File: config.mk
export PLATFORM = sky130hd
export DESIGN_NAME = fsk_word_serial_interface
export DESIGN_NICKNAME = d
export VERILOG_FILES = /design/src/shared/fsk_word_pkg.sv /design/src/logic/fsk_word_serial_interface.sv /design/src/logic/pin_sync.sv /design/src/logic/level_qualify.sv
export SDC_FILE = /design/constraint.sdc
export NUM_CORES = 1
export LEC_CHECK = 0
export BUFFER_PORTS_ARGS = -buffer_cell sky130_fd_sc_hd__buf_2
export CORE_ASPECT_RATIO = 1.5
export CORE_MARGIN = 1
export CORE_UTILIZATION = 31
export DETAILED_ROUTE_END_ITERATION = 10
export PLACE_DENSITY = 0.46
export SYNTH_ARGS = -nofsm -noshare
export SYNTH_HDL_FRONTEND = slang
export SYNTH_SLANG_ARGS = --single-unit
export TNS_END_PERCENT = 50
File: constraint.sdc
create_clock -name mclk -period 2.3 [get_ports mclk]
set_input_delay 0.115 -clock mclk [delete_from_list [all_inputs] [get_ports mclk]]
set_output_delay 0.115 -clock mclk [all_outputs]
set_load 0.005 [all_outputs]
File: src/shared/fsk_word_pkg.sv
package fsk_word_pkg;

    // Clock and line rate
    localparam int unsigned MCLK_HZ       = 40_000_000;
    localparam int unsigned MASTER_REF_HZ = 3_579_545;
    localparam int unsigned MASTER_TOL_PPM = 1_000;
    localparam int unsigned BAUD_RATE     = 1_200;
    localparam int unsigned HALF_BIT_RATE = 2_400;

    // Times in milliseconds
    localparam int unsigned CD_QUAL_MS = 2;
    localparam int unsigned CD_HOLD_MS = 8;
    localparam int unsigned TONE_GP_MS = 20;
    localparam int unsigned TONE_GA_MS = 16;

    // Derived cycle counts (bit times round down)
    localparam int unsigned BIT_CYC_DEF  = MCLK_HZ / BAUD_RATE;
    localparam int unsigned HALF_CYC_DEF = MCLK_HZ / HALF_BIT_RATE;
    localparam int unsigned CD_QUAL_DEF  = MCLK_HZ / 1_000 * CD_QUAL_MS;
    localparam int unsigned CD_HOLD_DEF  = MCLK_HZ / 1_000 * CD_HOLD_MS;
    localparam int unsigned TONE_ON_DEF  = MCLK_HZ / 1_000 * TONE_GP_MS;
    localparam int unsigned TONE_OFF_DEF = MCLK_HZ / 1_000 * TONE_GA_MS;

    // Widths
    localparam int unsigned CNT_W  = 20;
    localparam int unsigned WORD_W = 8;

    // Synchroniser lanes
    localparam int unsigned SYNC_W   = 8;
    localparam int unsigned IN_DATA  = 0;
    localparam int unsigned IN_ACT   = 1;
    localparam int unsigned IN_TONE  = 2;
    localparam int unsigned IN_SCLK  = 3;
    localparam int unsigned IN_MODE  = 4;
    localparam int unsigned IN_PD    = 5;
    localparam int unsigned IN_DEMOD = 6;
    localparam int unsigned IN_WAKE  = 7;
    // Line idles at mark, everything else low
    localparam logic [SYNC_W-1:0] SYNC_RST = 8'h01;

    localparam logic [2:0] IDX_LAST  = 3'h7;
    localparam logic [3:0] BITS_FULL = 4'h8;

    typedef enum logic [1:0] {
        RX_IDLE  = 2'b00,
        RX_START = 2'b01,
        RX_DATA  = 2'b10,
        RX_STOP  = 2'b11
    } rx_state_e;

endpackage

File: src/logic/fsk_word_serial_interface.sv
// Notes on behaviour
// RULE1: Mode pin low device clocks, high external.
// RULE2: Frame start, eight data LSB first, stops.
// RULE3: Bit timing sized for 1200 baud, 1%.
// RULE4: Mode 0 passes demodulated stream to data.
// RULE5: Mode 0 eight mid-cell shift clock pulses.
// RULE6: Mode 0 word ready pulse per word.
// RULE7: Mode 1 loads word, drops word ready.
// RULE8: Mode 1 shifts LSB first on clock rise.
// RULE9: First clock or half bit ends ready.
// RULE10: Extra shift clocks after eight are ignored.
// RULE11: Controller clocks words out after word ready.
// RULE12: Carrier qualified on, released after 8 ms.
// RULE13: No carrier in mode 0: idle outputs.
// RULE14: No carrier in mode 1: no load.
// RULE15: Controller drops demod enable when done.
// RULE16: Interrupt on wake, tone valid, ready.
// RULE17: Controller reads causes, ignores power-up interrupts.
// RULE18: Power-down forces both tone outputs low.
// RULE19: Power-down halts all but wake path.
// RULE20: Timing derived from the master clock rate.
// RULE21: Tone valid is guard-time qualified.
// RULE22: Wake trigger low while stimulus present.
// RULE23: Power-down clears framing state.
module fsk_word_serial_interface
    import fsk_word_pkg::*;
#(
    parameter int unsigned BIT_CYC  = BIT_CYC_DEF,
    parameter int unsigned HALF_CYC = HALF_CYC_DEF,
    parameter int unsigned CD_QUAL  = CD_QUAL_DEF,
    parameter int unsigned CD_HOLD  = CD_HOLD_DEF,
    parameter int unsigned TONE_ON  = TONE_ON_DEF,
    parameter int unsigned TONE_OFF = TONE_OFF_DEF
) (
    // Clock and reset
    input  wire logic mclk,
    input  wire logic rst_n,
    // Mode and power
    input  wire logic mode_sel,
    input  wire logic power_down,
    input  wire logic demod_enable,
    // Demodulator and detector side
    input  wire logic demod_bit,
    input  wire logic carrier_activity,
    input  wire logic tone_detect,
    // Three-wire interface
    input  wire logic shift_clock_in,
    output logic      shift_clock_out,
    output logic      shift_clock_oe_n,
    output logic      data_out,
    output logic      word_ready_n,
    // Status
    output logic      carrier_present_n,
    output logic      tone_raw,
    output logic      tone_valid,
    // Wake path
    input  wire logic wake_sense_in,
    output logic      wake_trigger_n,
    // Open-drain interrupt
    input  wire logic int_in,
    output logic      int_out,
    output logic      int_oe_n
);
    // Centre sampling restarts at every start edge, so 1% drift
    // costs at most a tenth of a cell by the stop bit
    localparam logic [CNT_W-1:0] BIT_LAST  = CNT_W'(BIT_CYC - 1);  // [RULE3]
    localparam logic [CNT_W-1:0] HALF_LAST = CNT_W'(HALF_CYC - 1); // [RULE20]

    logic [SYNC_W-1:0] sy;
    logic              cd_on;
    logic              tone_q;
    logic              mode_q;
    logic              pd;
    logic              rx;

    assign mode_q = sy[IN_MODE];
    assign pd     = sy[IN_PD];
    // Demodulator off reads as steady mark
    assign rx     = sy[IN_DEMOD] ? sy[IN_DATA] : 1'b1;

    pin_sync #(
        .W   (SYNC_W),
        .RST (SYNC_RST)
    ) u_sync (
        .mclk  (mclk),
        .rst_n (rst_n),
        .pin   ({wake_sense_in, demod_enable, power_down, mode_sel,
                 shift_clock_in, tone_detect, carrier_activity,
                 demod_bit}),
        .level (sy)
    );

    level_qualify #(
        .W       (CNT_W),
        .ON_CYC  (CD_QUAL),
        .OFF_CYC (CD_HOLD)
    ) u_carrier (
        .mclk  (mclk),
        .rst_n (rst_n),
        .clear (pd),
        .raw   (sy[IN_ACT]),
        .qual  (cd_on)
    );

    level_qualify #(
        .W       (CNT_W),
        .ON_CYC  (TONE_ON),
        .OFF_CYC (TONE_OFF)
    ) u_tone (
        .mclk  (mclk),
        .rst_n (rst_n),
        .clear (pd),
        .raw   (sy[IN_TONE]),
        .qual  (tone_q)
    );

    // Receiver framing
    rx_state_e         state;
    rx_state_e         next_state;
    logic [CNT_W-1:0]  cnt;
    logic [CNT_W-1:0]  next_cnt;
    logic [2:0]        idx;
    logic [2:0]        next_idx;
    logic [WORD_W-1:0] bits;
    logic [WORD_W-1:0] next_bits;
    logic              rx_prev;
    logic              sample;
    logic              data_done;
    logic              stop_ok;

    always_comb begin
        next_state = state;
        next_cnt   = cnt + CNT_W'(1);
        next_idx   = idx;
        next_bits  = bits;
        sample     = 1'b0;
        data_done  = 1'b0;
        stop_ok    = 1'b0;
        case (state)
            RX_IDLE: begin
                next_cnt = '0;
                if (rx_prev && !rx) begin
                    next_state = RX_START;
                end
            end
            RX_START: begin
                if (cnt == HALF_LAST) begin
                    next_cnt   = '0;
                    next_idx   = '0;
                    // Glitch that is gone by mid-cell is no start
                    next_state = rx ? RX_IDLE : RX_DATA; // [RULE2]
                end
            end
            RX_DATA: begin
                if (cnt == BIT_LAST) begin
                    next_cnt  = '0;
                    sample    = 1'b1;
                    next_bits = {rx, bits[WORD_W-1:1]}; // [RULE2]
                    if (idx == IDX_LAST) begin
                        data_done  = 1'b1;
                        next_state = RX_STOP;
                    end else begin
                        next_idx = idx + 3'h1;
                    end
                end
            end
            RX_STOP: begin
                if (cnt == BIT_LAST) begin
                    next_cnt   = '0;
                    // Extra stop bits are just idle mark
                    stop_ok    = rx; // [RULE2]
                    next_state = RX_IDLE;
                end
            end
            default: begin
                next_state = RX_IDLE;
            end
        endcase
        if (pd || !cd_on) begin // [RULE14] [RULE23]
            next_state = RX_IDLE;
            next_cnt   = '0;
            next_idx   = '0;
            next_bits  = '0;
            sample     = 1'b0;
            data_done  = 1'b0;
            stop_ok    = 1'b0;
        end
    end

    always_ff @(posedge mclk or negedge rst_n) begin
        if (!rst_n) begin
            state   <= RX_IDLE;
            cnt     <= '0;
            idx     <= '0;
            bits    <= '0;
            rx_prev <= 1'b1;
        end else begin
            state   <= next_state;
            cnt     <= next_cnt;
            idx     <= next_idx;
            bits    <= next_bits;
            rx_prev <= rx;
        end
    end

    // Three-wire side
    logic [WORD_W-1:0] sh;
    logic [WORD_W-1:0] next_sh;
    logic [3:0]        left;
    logic [3:0]        next_left;
    logic [CNT_W-1:0]  dr_cnt;
    logic [CNT_W-1:0]  next_dr_cnt;
    logic              sclk_prev;
    logic              sclk_rise;
    logic              next_sclk_out;
    logic              next_data;
    logic              next_dr;

    assign sclk_rise = sy[IN_SCLK] && !sclk_prev;

    always_comb begin
        next_sclk_out = shift_clock_out;
        next_data     = data_out;
        next_dr       = word_ready_n;
        next_dr_cnt   = dr_cnt + CNT_W'(1);
        next_sh       = sh;
        next_left     = left;
        if (!mode_q) begin // [RULE1]
            next_data = cd_on ? rx : 1'b1; // [RULE4] [RULE13]
            next_left = '0;
            if (sample) begin
                next_sclk_out = 1'b1; // [RULE5]
            end else if (cnt == HALF_LAST) begin
                next_sclk_out = 1'b0; // [RULE5]
            end
            if (stop_ok) begin
                next_dr     = 1'b0; // [RULE6]
                next_dr_cnt = '0;
            end else if (!word_ready_n && dr_cnt == HALF_LAST) begin
                next_dr = 1'b1;
            end
            if (!cd_on) begin
                next_sclk_out = 1'b0; // [RULE13]
                next_dr       = 1'b1; // [RULE13]
            end
        end else begin
            next_sclk_out = 1'b0;
            if (data_done) begin
                next_sh     = next_bits; // [RULE7]
                next_left   = BITS_FULL;
                next_dr     = 1'b0; // [RULE7]
                next_dr_cnt = '0;
            end else begin
                if (sclk_rise && left != 4'h0) begin
                    next_data = sh[0]; // [RULE8] [RULE10]
                    next_sh   = {1'b0, sh[WORD_W-1:1]};
                    next_left = left - 4'h1;
                end
                if (!word_ready_n && (sclk_rise || dr_cnt == HALF_LAST)) begin
                    next_dr = 1'b1; // [RULE9]
                end
            end
        end
        if (pd) begin // [RULE19] [RULE23]
            next_sclk_out = 1'b0;
            next_data     = 1'b1;
            next_dr       = 1'b1;
            next_sh       = '0;
            next_left     = '0;
        end
    end

    always_ff @(posedge mclk or negedge rst_n) begin
        if (!rst_n) begin
            shift_clock_out  <= 1'b0;
            shift_clock_oe_n <= 1'b1;
            data_out         <= 1'b1;
            word_ready_n     <= 1'b1;
            dr_cnt           <= '0;
            sh               <= '0;
            left             <= '0;
            sclk_prev        <= 1'b0;
        end else begin
            shift_clock_out  <= next_sclk_out;
            shift_clock_oe_n <= mode_q; // [RULE1]
            data_out         <= next_data;
            word_ready_n     <= next_dr;
            dr_cnt           <= next_dr_cnt;
            sh               <= next_sh;
            left             <= next_left;
            sclk_prev        <= sy[IN_SCLK];
        end
    end

    // Status, wake and interrupt
    logic next_int_oe_n;

    // Interrupt follows the registered pins, one cycle behind them
    assign next_int_oe_n = !(!wake_trigger_n || tone_valid || !word_ready_n);

    always_ff @(posedge mclk or negedge rst_n) begin
        if (!rst_n) begin
            carrier_present_n <= 1'b1;
            tone_raw          <= 1'b0;
            tone_valid        <= 1'b0;
            wake_trigger_n    <= 1'b1;
            int_out           <= 1'b0;
            int_oe_n          <= 1'b1;
        end else begin
            carrier_present_n <= !cd_on;                  // [RULE12]
            tone_raw          <= sy[IN_TONE] && !pd;      // [RULE18]
            tone_valid        <= tone_q && !pd;           // [RULE18] [RULE21]
            wake_trigger_n    <= !sy[IN_WAKE];            // [RULE22]
            int_out           <= 1'b0;
            int_oe_n          <= next_int_oe_n;           // [RULE16]
        end
    end
endmodule // fsk_word_serial_interface

File: src/logic/pin_sync.sv
module pin_sync #(
    parameter int unsigned       W   = 1,
    parameter logic [W-1:0]      RST = '0
) (
    // Clock and reset
    input  wire logic         mclk,
    input  wire logic         rst_n,
    // Pins in, settled levels out
    input  wire logic [W-1:0] pin,
    output logic      [W-1:0] level
);
    logic [W-1:0] s1;
    logic [W-1:0] s2;
    logic [W-1:0] s3;
    logic [W-1:0] next_level;

    // A change counts once stages two and three agree
    always_comb begin
        for (int i = 0; i < W; i++) begin
            next_level[i] = (s2[i] == s3[i]) ? s3[i] : level[i];
        end
    end

    always_ff @(posedge mclk or negedge rst_n) begin
        if (!rst_n) begin
            s1    <= RST;
            s2    <= RST;
            s3    <= RST;
            level <= RST;
        end else begin
            s1    <= pin;
            s2    <= s1;
            s3    <= s2;
            level <= next_level;
        end
    end
endmodule // pin_sync

File: src/logic/level_qualify.sv
module level_qualify #(
    parameter int unsigned W       = 20,
    parameter int unsigned ON_CYC  = 16,
    parameter int unsigned OFF_CYC = 16
) (
    // Clock and reset
    input  wire logic mclk,
    input  wire logic rst_n,
    // Raw level in, qualified level out
    input  wire logic clear,
    input  wire logic raw,
    output logic      qual
);
    localparam logic [W-1:0] ON_LAST  = W'(ON_CYC - 1);
    localparam logic [W-1:0] OFF_LAST = W'(OFF_CYC - 1);

    logic [W-1:0] cnt;
    logic [W-1:0] next_cnt;
    logic         next_qual;

    // Raw must differ without a break for the whole time to flip
    always_comb begin
        next_qual = qual;
        next_cnt  = cnt + W'(1);
        if (raw == qual) begin
            next_cnt = '0;
        end else if (cnt == (qual ? OFF_LAST : ON_LAST)) begin
            next_qual = raw;
            next_cnt  = '0;
        end
        if (clear) begin
            next_qual = 1'b0;
            next_cnt  = '0;
        end
    end

    always_ff @(posedge mclk or negedge rst_n) begin
        if (!rst_n) begin
            qual <= 1'b0;
            cnt  <= '0;
        end else begin
            qual <= next_qual;
            cnt  <= next_cnt;
        end
    end
endmodule // level_qualify

==> results of run 1 <==
stage by stage:
stage	util	power (W)	hold WS [ns]	worst slack (ns)
floorplan	-	0.00284	-0.181	0.176
global placement	0.348	0.00295	0.0107	0.0109
detailed placement	0.348	0.00295	0.0119	-0.0335
CTS	0.384	0.00608	0.144	0.0521
global route	0.384	0.00623	0.177	0.00802
finish	0.384	0.00597	0.139	0.0734
cell usage in the layout (no fill, tap or decap), types with 7 or more instances in the layout:
cell type	instances
a21oi_1	8
and2_1	9
and3_1	15
and4_1	7
buf_2	17
buf_4	27
clkbuf_16	17
dfrtp_1	138
dfstp_2	11
dlygate4sd3_1	9
ha_1	11
inv_1	12
maj3_1	8
nand2_1	42
nand3_1	28
nand4_1	21
nor2_1	117
nor2b_1	7
nor3_1	13
xnor2_1	33
xor2_1	43
critical path: stages, from the launching register on:
cell and delay [ns]:
dfrtp_1 0.44, nor4_2 0.30, nand4_1 0.20, or4_4 0.63, nand2b_4 0.10, a21oi_4 0.08, a221o_1 0.35
how the worst max path moves through the flow:
stage,slack [ns],from,endpoint,cells after the start
6_report,0.07,cnt[16],sh[4],6
5_1_grt,0.008,cnt[16],idx[0],6
4_1_cts,0.05,cnt[16],idx[0],6
3_5_place_dp,-0.03,cnt[16],sh[4],6
3_3_place_gp,0.01,cnt[16],sh[1],6
2_1_floorplan,0.18,cnt[0],sh[1],9
state kept, by name, indices dropped and copies added, names as in the netlist, 20 cells and up:
signal	count
cnt	20
dr_cnt	20
u_carrier.cnt	20
u_tone.cnt	20
power breakdown:
group	leakage [nW]	switching (W)	internal (W)	total (W)
Combinational	1.11	0.000129	0.0000662	0.000196
Clock	0.317	0.00113	0.00193	0.00306
Sequential	1.96	0.0000276	0.00269	0.00271
Total	3.38	0.00129	0.00469	0.00597
cell usage after synthesis, types with 11 or more instances:
cell,n
nor3_1,14
nor2_1,117
inv_1,12
nand4_1,21
nand2_1,42
dfstp_2,11
ha_1,11
xor2_1,43
dfrtp_1,138
and3_1,15
nand3_1,28
xnor2_1,33
logic make-up (layout without fill, tap and decap cells):
logic type,after synthesis,in the layout,share of synthesized area
flops,149,149,0.569
other cells,1,1,0.000571
xor+xnor,76,76,0.101
compound gates,36,36,0.0411
buf+inv,28,100,0.0202
simple gates,293,293,0.222
mux,8,8,0.0126
fa+ha+maj,19,19,0.0331
per-layer routing:
| layer | GRT usage | share of wire | vias to the layer above |
|---|---|---|---|
| met5 | 0 | 0 | - |
| met4 | 0.0583 | 0.018 | 0 |
| met3 | 0.0323 | 0.024 | 14 |
| met2 | 0.227 | 0.52 | 54 |
| met1 | 0.156 | 0.44 | 2221 |
| li1 | - | - | 2202 |
layout make-up:
cell class	instances	area [um2]	area share
flip-flops and latches	149	3740	0.473
multi-input cells	433	2710	0.342
clock buffers	17	425	0.0538
clock inverters	15	229	0.0289
inverters	12	45.0	0.00569
repair buffers	56	429	0.0543
well taps	264	330	0.0418
what timing repair did:
action	4_1_cts	5_1_grt
resized for setup	1	2
endpoints found under the setup margin	6	22
hold buffers	9	0
hold endpoints to repair	53	0
pin swaps	0	2
==> results.cfg, run 1 <==
[logic_synthesis]
synth_area_mm2 = 0.00657
syn_nets = 632
ys_warn_count = 0
yosysSeqAreaShare = 0.569
syn_avg_cell_area_um2 = 10.8
yosysUniqueCellTypes = 57
synth_top_flop_cell = dfrtp_1
synth_edf_count = 0
synth_seq_cells = 149
synth_area_leaders = dfrtp_1, nor2_1, xor2_1
synth.largest_area_cell = dfrtp_1
synthArstFlopShare = 1.00
netlist_instances = 610
synth_top_cell_area_share = 0.526

[global_routing]
overflow = 0
grt_pass1_vias = 4696
grt_max_degree = 85
antenna_found_initial = 0
grt_pass1_wl_um = 22800
grt_usage = 0.133

[finish]
n_antenna_cell = 0
fill_cells = 1963
fin_cells = 946
fin_area_mm2 = 0.00791
drive_above_1_share = 0.150
fin_nets = 691
syn2layout_area_growth_pct = 20.4

[clock_tree]
tritoncts = built
numCtsBuffers = 17
cts.path.max_buffers = 2
ctsHtreeMaxLevel = 4
cts-root-buf = clkbuf_16
clk_pin_slew_ns = 0.06
clkSinkCount = 149
clk_latency_ns = 0.42
cts_setup_buffers = 0

[outcome]
status = complete, no violations

[worst_setup_path]
rr_startpoint = cnt[16]
rrSetupSlack_ns = 0.07
timing.rr.end = sh[4]
path_class = flop to flop
r2r_cells = 6
worst_ep_arrival_time_ns = 2.53
critPathCaptureType = flop
startpoint_type = flop
worstPathMaxFanout = 7
required_ns = 2.61

[detailed_routing]
viasPerCell = 4.75
wire_per_inst_um = 13.7
drt_iter0_drc = 295
wl_um = 13000
first_pass_iters = 4
post-route-drc-count = 0
antenna_left = 0
vias = 4491

[run]
maxCapViolations = 0

[timing]
fin_setup_tns_ns = 0
hold_viol = 0
relSlewSlack = 0.629
skew_ns = 0.00813
max_freq_mhz = 449
slew_viol_final = 0
fin_crit_sh = 0.968
setup_viol = 0
period_minus_slack_ns = 2.23
tightest_slew_ns = 0.552
rsz0062_at_grt = false

[placement]
gp_congestion = 0.773
hpwl_um = 8830
io_buffer_count = 18
placed_cells_incl_taps = 905
placed_area_mm2 = 0.00716

[floorplanning]
die_y_um = 180
core-area_mm2 = 0.0206
rows = 64
die_w_um = 121
die_area_mm2 = 0.0218
io_pins = 21
start_util = 0.319

[power_and_ir_drop]
cellLeakagePower_nw = 3.38
power_density_mw_per_mm2 = 755
ir_drop_mv = 0.538

[worst_hold_path]
hp-class = input pin to asynchronous set/reset pin
Note: power is estimated with default switching activity, not from simulation.
==> run 2: changes to the inputs <==
Settings changed: PLACE_DENSITY 0.46 to 0.47.
Clock period 2.3 ns to 2 ns, I/O delays scaled along.
==> run 2 against run 1 <==
  * The flow now finishes with violations (negative setup slack)
  * Worst setup slack worse by 0.27 ns
  * Critical path depth rose by 2
  * Via count rose by 5.1%
  * Fmax is 1.4% higher
  * Non-clock buffer count rose by 46
  * Clock-buffer cell count up 2
  * Hold slack better by 0.034 ns
  * Final cell count is 4.9% higher
  * Clock skew rose by 0.0011 ns
  * Clock power about the same
  * Highest routed layer unchanged
==> results.cfg, run 2 (same netlist as run 1, synthesis figures left out) <==
[finish]
drive_above_1_share = 0.236
fill_cells = 1989
final_cell_mix = dfrtp_1, nor2_1, buf_4
layout_commonest_cell = dfrtp_1
syn2layout_area_growth_pct = 27.8
seqCellArea_mm2 = 0.00374
n_antenna_cell = 0
multi_input_area_mm2 = 0.00286
fin_nets = 737

[placement]
gp_congestion = 0.754
io_buffer_count = 18
hpwl_um = 9550

[power_and_ir_drop]
power_density_mw_per_mm2 = 769
ir_drop_mv = 0.473
cellLeakagePower_nw = 3.63

[worst_setup_path]
worstPathMaxFanout = 7
required_ns = 2.31
worst_ep_arrival_time_ns = 2.51
rr_startpoint = cnt[1]
startpoint_type = flop
critPathCaptureType = flop
path_class = flop to flop
critPathLaunch = cnt[1]

[timing]
hold_viol = 0
slew_viol_final = 0
hold_ws_ns = 0.173
rsz0062_at_grt = true
fin_setup_tns_ns = -3.18
fin_ws_ns = -0.195
fin_crit_sh = 1.10
setup_viol = 34
period_minus_slack_ns = 2.20
max_freq_mhz = 455
skew_ns = 0.00920

[run]
maxCapViolations = 0

[floorplanning]
die_y_um = 180
die_w_um = 121
io_pins = 21
die_area_mm2 = 0.0218
start_util = 0.319
rows = 64
core-area_mm2 = 0.0206

[global_routing]
overflow = 0
grt_pass1_vias = 5038
antenna_found_initial = 0
use_met1 = 0.157
grt.met3_usage = 0.0370
met2_usage = 0.248
grt.busiest_layer = met2
grt_usage = 0.140
grt_max_degree = 46
grt_pass1_wl_um = 23900

[detailed_routing]
viasPerCell = 4.76
wl_um = 14000
wire_per_inst_um = 14.2
vias = 4719
post-route-drc-count = 0
drt_iter0_drc = 192
first_pass_iters = 4
antenna_left = 0

[clock_tree]
numCtsBuffers = 17
clk_latency_ns = 0.43
cts.path.max_buffers = 2
clk_pin_slew_ns = 0.07
ctsHtreeMaxLevel = 4
clkSinkCount = 149
cts-root-buf = clkbuf_16
tritoncts = built

[outcome]
status = finished with violations
violations = negative setup slack

[worst_hold_path]
hp-class = input pin to asynchronous set/reset pin
[run 2: cell types whose count changed in the layout (fill, tap and decap cells not counted), moves of 3 or more]
cell	change
buf_4	+39
nor2_1	-12
nor2_4	+9
buf_12	+4
bufinv_16	-4
nor2_2	+3
[run 2: final timing paths]
check                                    end  slack [ns]  cells past startpoint
min                          u_sync.level[6]        0.17                      2
max in group asynchronous  carrier_present_n        1.11                      3
min in group mclk               u_sync.s1[2]        0.31                      2
max reg2reg                            sh[5]       -0.20                      8
max                                    sh[5]       -0.20                      8
min reg2reg                     u_sync.s2[1]        0.35                      0
[run 2: metrics by stage]
step	worst slack, ns	cell area [um2]	power, W	utilization	cells
after floorplan	-0.124	6570	0.00327	-	610
after global placement	-0.281	7470	0.00340	0.363	942
after detailed placement	-0.307	7470	0.00341	0.363	942
after CTS	-0.214	8210	0.00653	0.399	986
after global routing	-0.261	8400	0.00672	0.408	992
final	-0.195	8400	0.00645	0.408	992
[run 2: layer usage]
metal  part of all wire  vias to the layer above
li1                   -                     2298
met1               0.42                     2364
met2               0.54                       40
met3              0.022                       17
met4              0.017                        0
met5                  0                        -
[run 2: cell type report]
| cell class | count | area share |
|---|---|---|
| Timing Repair Buffer | 102 | 0.101 |
| Tap cell | 264 | 0.0393 |
| Clock buffer | 19 | 0.0527 |
| Clock inverter | 13 | 0.0148 |
| Inverter | 12 | 0.00536 |
| Sequential cell | 149 | 0.446 |
| Multi-Input combinational cell | 433 | 0.341 |
[run 2: critical path: stages, from the launching register on]
cell and delay (ns):
dfrtp_1 0.39, inv_2 0.06, ha_1 0.12, nand2_1 0.06
or3_1 0.34, or4_4 0.59, nand2b_4 0.10, a21oi_4 0.07
a221o_1 0.34
[run 2: timing repair]
| item | CTS | global route |
|---|---|---|
| endpoints found under the hold margin | 48 | 0 |
| setup buffers | 3 | 4 |
| pin swaps | 9 | 13 |
| hold buffers | 9 | 0 |
| cloned | 0 | 2 |
| setup endpoints to repair | 38 | 58 |
| gates resized for setup | 13 | 35 |
[run 2: power by group]
group | leakage [nW] | switching, W | internal (W) | total, W
Combinational | 1.40 | 0.000169 | 0.000109 | 0.000278
Clock | 0.270 | 0.00130 | 0.00175 | 0.00305
Sequential | 1.96 | 0.0000343 | 0.00309 | 0.00312
==> run 3: changes to the inputs <==
Settings changed: ABC_AREA set to 1.
==> run 3 against run 2 <==
  * The flow now finishes without violations
  * Cell area rose by 2.9%
  * Largest power group is now clock
  * Highest routed layer unchanged
  * Global-route usage rose by 0.14 points
  * Via count up 16%
  * Sequential share of layout area fell by 1.3 points
  * Core utilization is 3.2 points lower
  * Routed wire length up 8.9%
  * Die area grew 10%
  * Register-to-register slack improved by 0.34 ns
  * Synthesized cell count increased by 39%
==> results.cfg, run 3 <==
[detailed_routing]
drt_iter0_drc = 212
post-route-drc-count = 0
wl_um = 15300
antenna_left = 0
viasPerCell = 4.55
wire_per_inst_um = 12.7
vias = 5469
first_pass_iters = 4

[placement]
place_ws_ns = 0.0869
placed_area_mm2 = 0.00789
gp_congestion = 0.827
hpwl_um = 11100
io_buffer_count = 18

[power_and_ir_drop]
total_power_w = 0.00714
pwr-share-seq = 0.452
switching_power_w = 0.00168
ir_drop_mv = 0.571
p_clk_frac = 0.484
power_density_mw_per_mm2 = 827
cellLeakagePower_nw = 3.86
switching_share = 0.235
cell_internal_pwr_w = 0.00547
combPwrFrac = 0.064

[outcome]
status = complete, no violations

[worst_setup_path]
cp.depth = 9
max_stage_delay_ns = 0.43
worst_ep_arrival_time_ns = 2.18
crit_family = simple AND/OR/NAND/NOR gates
worstPathCellList = nor2_1 -> nand3_1 -> nor2_4 -> buf_4 -> nand3_4 -> o21ai_0 -> nand2_1 -> nand3_1 -> nand2_1
critPathLaunch = cnt[10]
rr_startpoint = cnt[10]
cp_slowest_cell = dfrtp_1
startpoint_type = flop
path_buf_inv = 1
critPathCaptureType = flop
required_ns = 2.32
path_class = flop to flop
worstPathMaxFanout = 10
r2r_cells = 9

[timing]
hold_viol = 0
max_freq_mhz = 538
relSlewSlack = 0.658
fin_ws_ns = 0.140
rsz0062_at_grt = false
hold_ws_ns = 0.174
setup_viol = 0
skew_ns = 0.00863
fin_crit_sh = 0.930
fin_setup_tns_ns = 0
period_minus_slack_ns = 1.86
tightest_slew_ns = 0.508
slew_viol_final = 0

[finish]
fill_cells = 2369
fin_nets = 931
drive_above_1_share = 0.126
layout_commonest_cell = nand2_1
final_cell_mix = nand2_1, nor2_1, dfrtp_1
n_antenna_cell = 0
fin_area_mm2 = 0.00864
syn2layout_area_growth_pct = 19.0

[clock_tree]
cts-root-buf = clkbuf_16
cts.path.max_buffers = 2
clk_latency_ns = 0.42
ctsHtreeMaxLevel = 4
tritoncts = built
clkSinkCount = 149
numCtsBuffers = 17
clk_pin_slew_ns = 0.06

[global_routing]
grt_max_degree = 43
grt_usage = 0.141
overflow = 0
antenna_found_initial = 0
grt_pass1_vias = 5689
grt_pass1_wl_um = 27000

[logic_synthesis]
synth_top_cell_area_share = 0.476
netlist_instances = 849
syn_nets = 871
yosysUniqueCellTypes = 45
synth_area_leaders = dfrtp_1, nand2_1, nor2_1
synth.largest_area_cell = dfrtp_1
synthArstFlopShare = 1.00
synth.most_common_cell = nand2_1
synth_edf_count = 0
ys_warn_count = 0
yosysSeqAreaShare = 0.516
synth_seq_cells = 149
syn_avg_cell_area_um2 = 8.55
ys_top_cells_by_count = nand2_1, nor2_1, dfrtp_1
synth_top_flop_cell = dfrtp_1
synth_area_mm2 = 0.00726

[floorplanning]
io_pins = 21
core-area_mm2 = 0.0230
die_w_um = 127
die_area_mm2 = 0.0240
rows = 68
start_util = 0.316
die_y_um = 189

[worst_hold_path]
hp-class = input pin to asynchronous set/reset pin

[run]
maxCapViolations = 0
run 3: metal layers:
metal | part of all wire | global-route usage | vias up
li1 | - | - | 2817
met1 | 0.45 | 0.164 | 2584
met2 | 0.51 | 0.253 | 49
met3 | 0.017 | 0.0249 | 19
met4 | 0.018 | 0.0595 | 0
met5 | 0 | 0 | -
run 3: power by group through the flow:
stage	registers [W]	clock network [W]	logic (W)
after floorplan	0.00326	0	0.000255
after global placement	0.00329	0	0.000454
after detailed placement	0.00329	0	0.000455
after CTS	0.00323	0.00355	0.000470
after global routing	0.00325	0.00369	0.000531
final	0.00323	0.00346	0.000457
run 3: cell families after synthesis:
kind of cell | count (synthesis) | share of synthesized area
other cells | 1 | 0.000517
fa+ha+maj | 19 | 0.0300
flops | 149 | 0.516
xor+xnor | 57 | 0.0688
buf+inv | 121 | 0.0669
simple gates | 461 | 0.286
compound gates | 41 | 0.0326
run 3: per-stage QoR:
step / std cells / utilization
floorplan: 849 / -
global placement: 1159 / 0.343
detailed placement: 1159 / 0.343
CTS: 1200 / 0.375
global route: 1202 / 0.376
finish: 1202 / 0.376
run 3: worst paths after layout:
path / slack [ns] / endpoint
setup reg to reg: 0.14 / sh[1]
min in group mclk: 0.31 / u_sync.s1[6]
setup / recovery: 0.14 / sh[1]
hold / removal: 0.17 / dr_cnt[11]
max in group asynchronous: 1.17 / wake_trigger_n
hold reg to reg: 0.35 / u_sync.s2[2]
run 3: timing repair:
action | CTS | global route
gates resized for setup | 0 | 3
hold buffers | 9 | 0
setup endpoints to repair | 0 | 29
hold endpoints to repair | 102 | 0
setup buffers | 0 | 2
run 3: area by class of cell:
type	instances	area, um2	share of cell area
flip-flops and latches	149	3740	0.433
multi-input cells	579	3040	0.352
repair buffers	54	464	0.0537
clock buffers	18	439	0.0508
inverters	108	407	0.0471
well taps	280	350	0.0405
clock inverters	14	198	0.0229
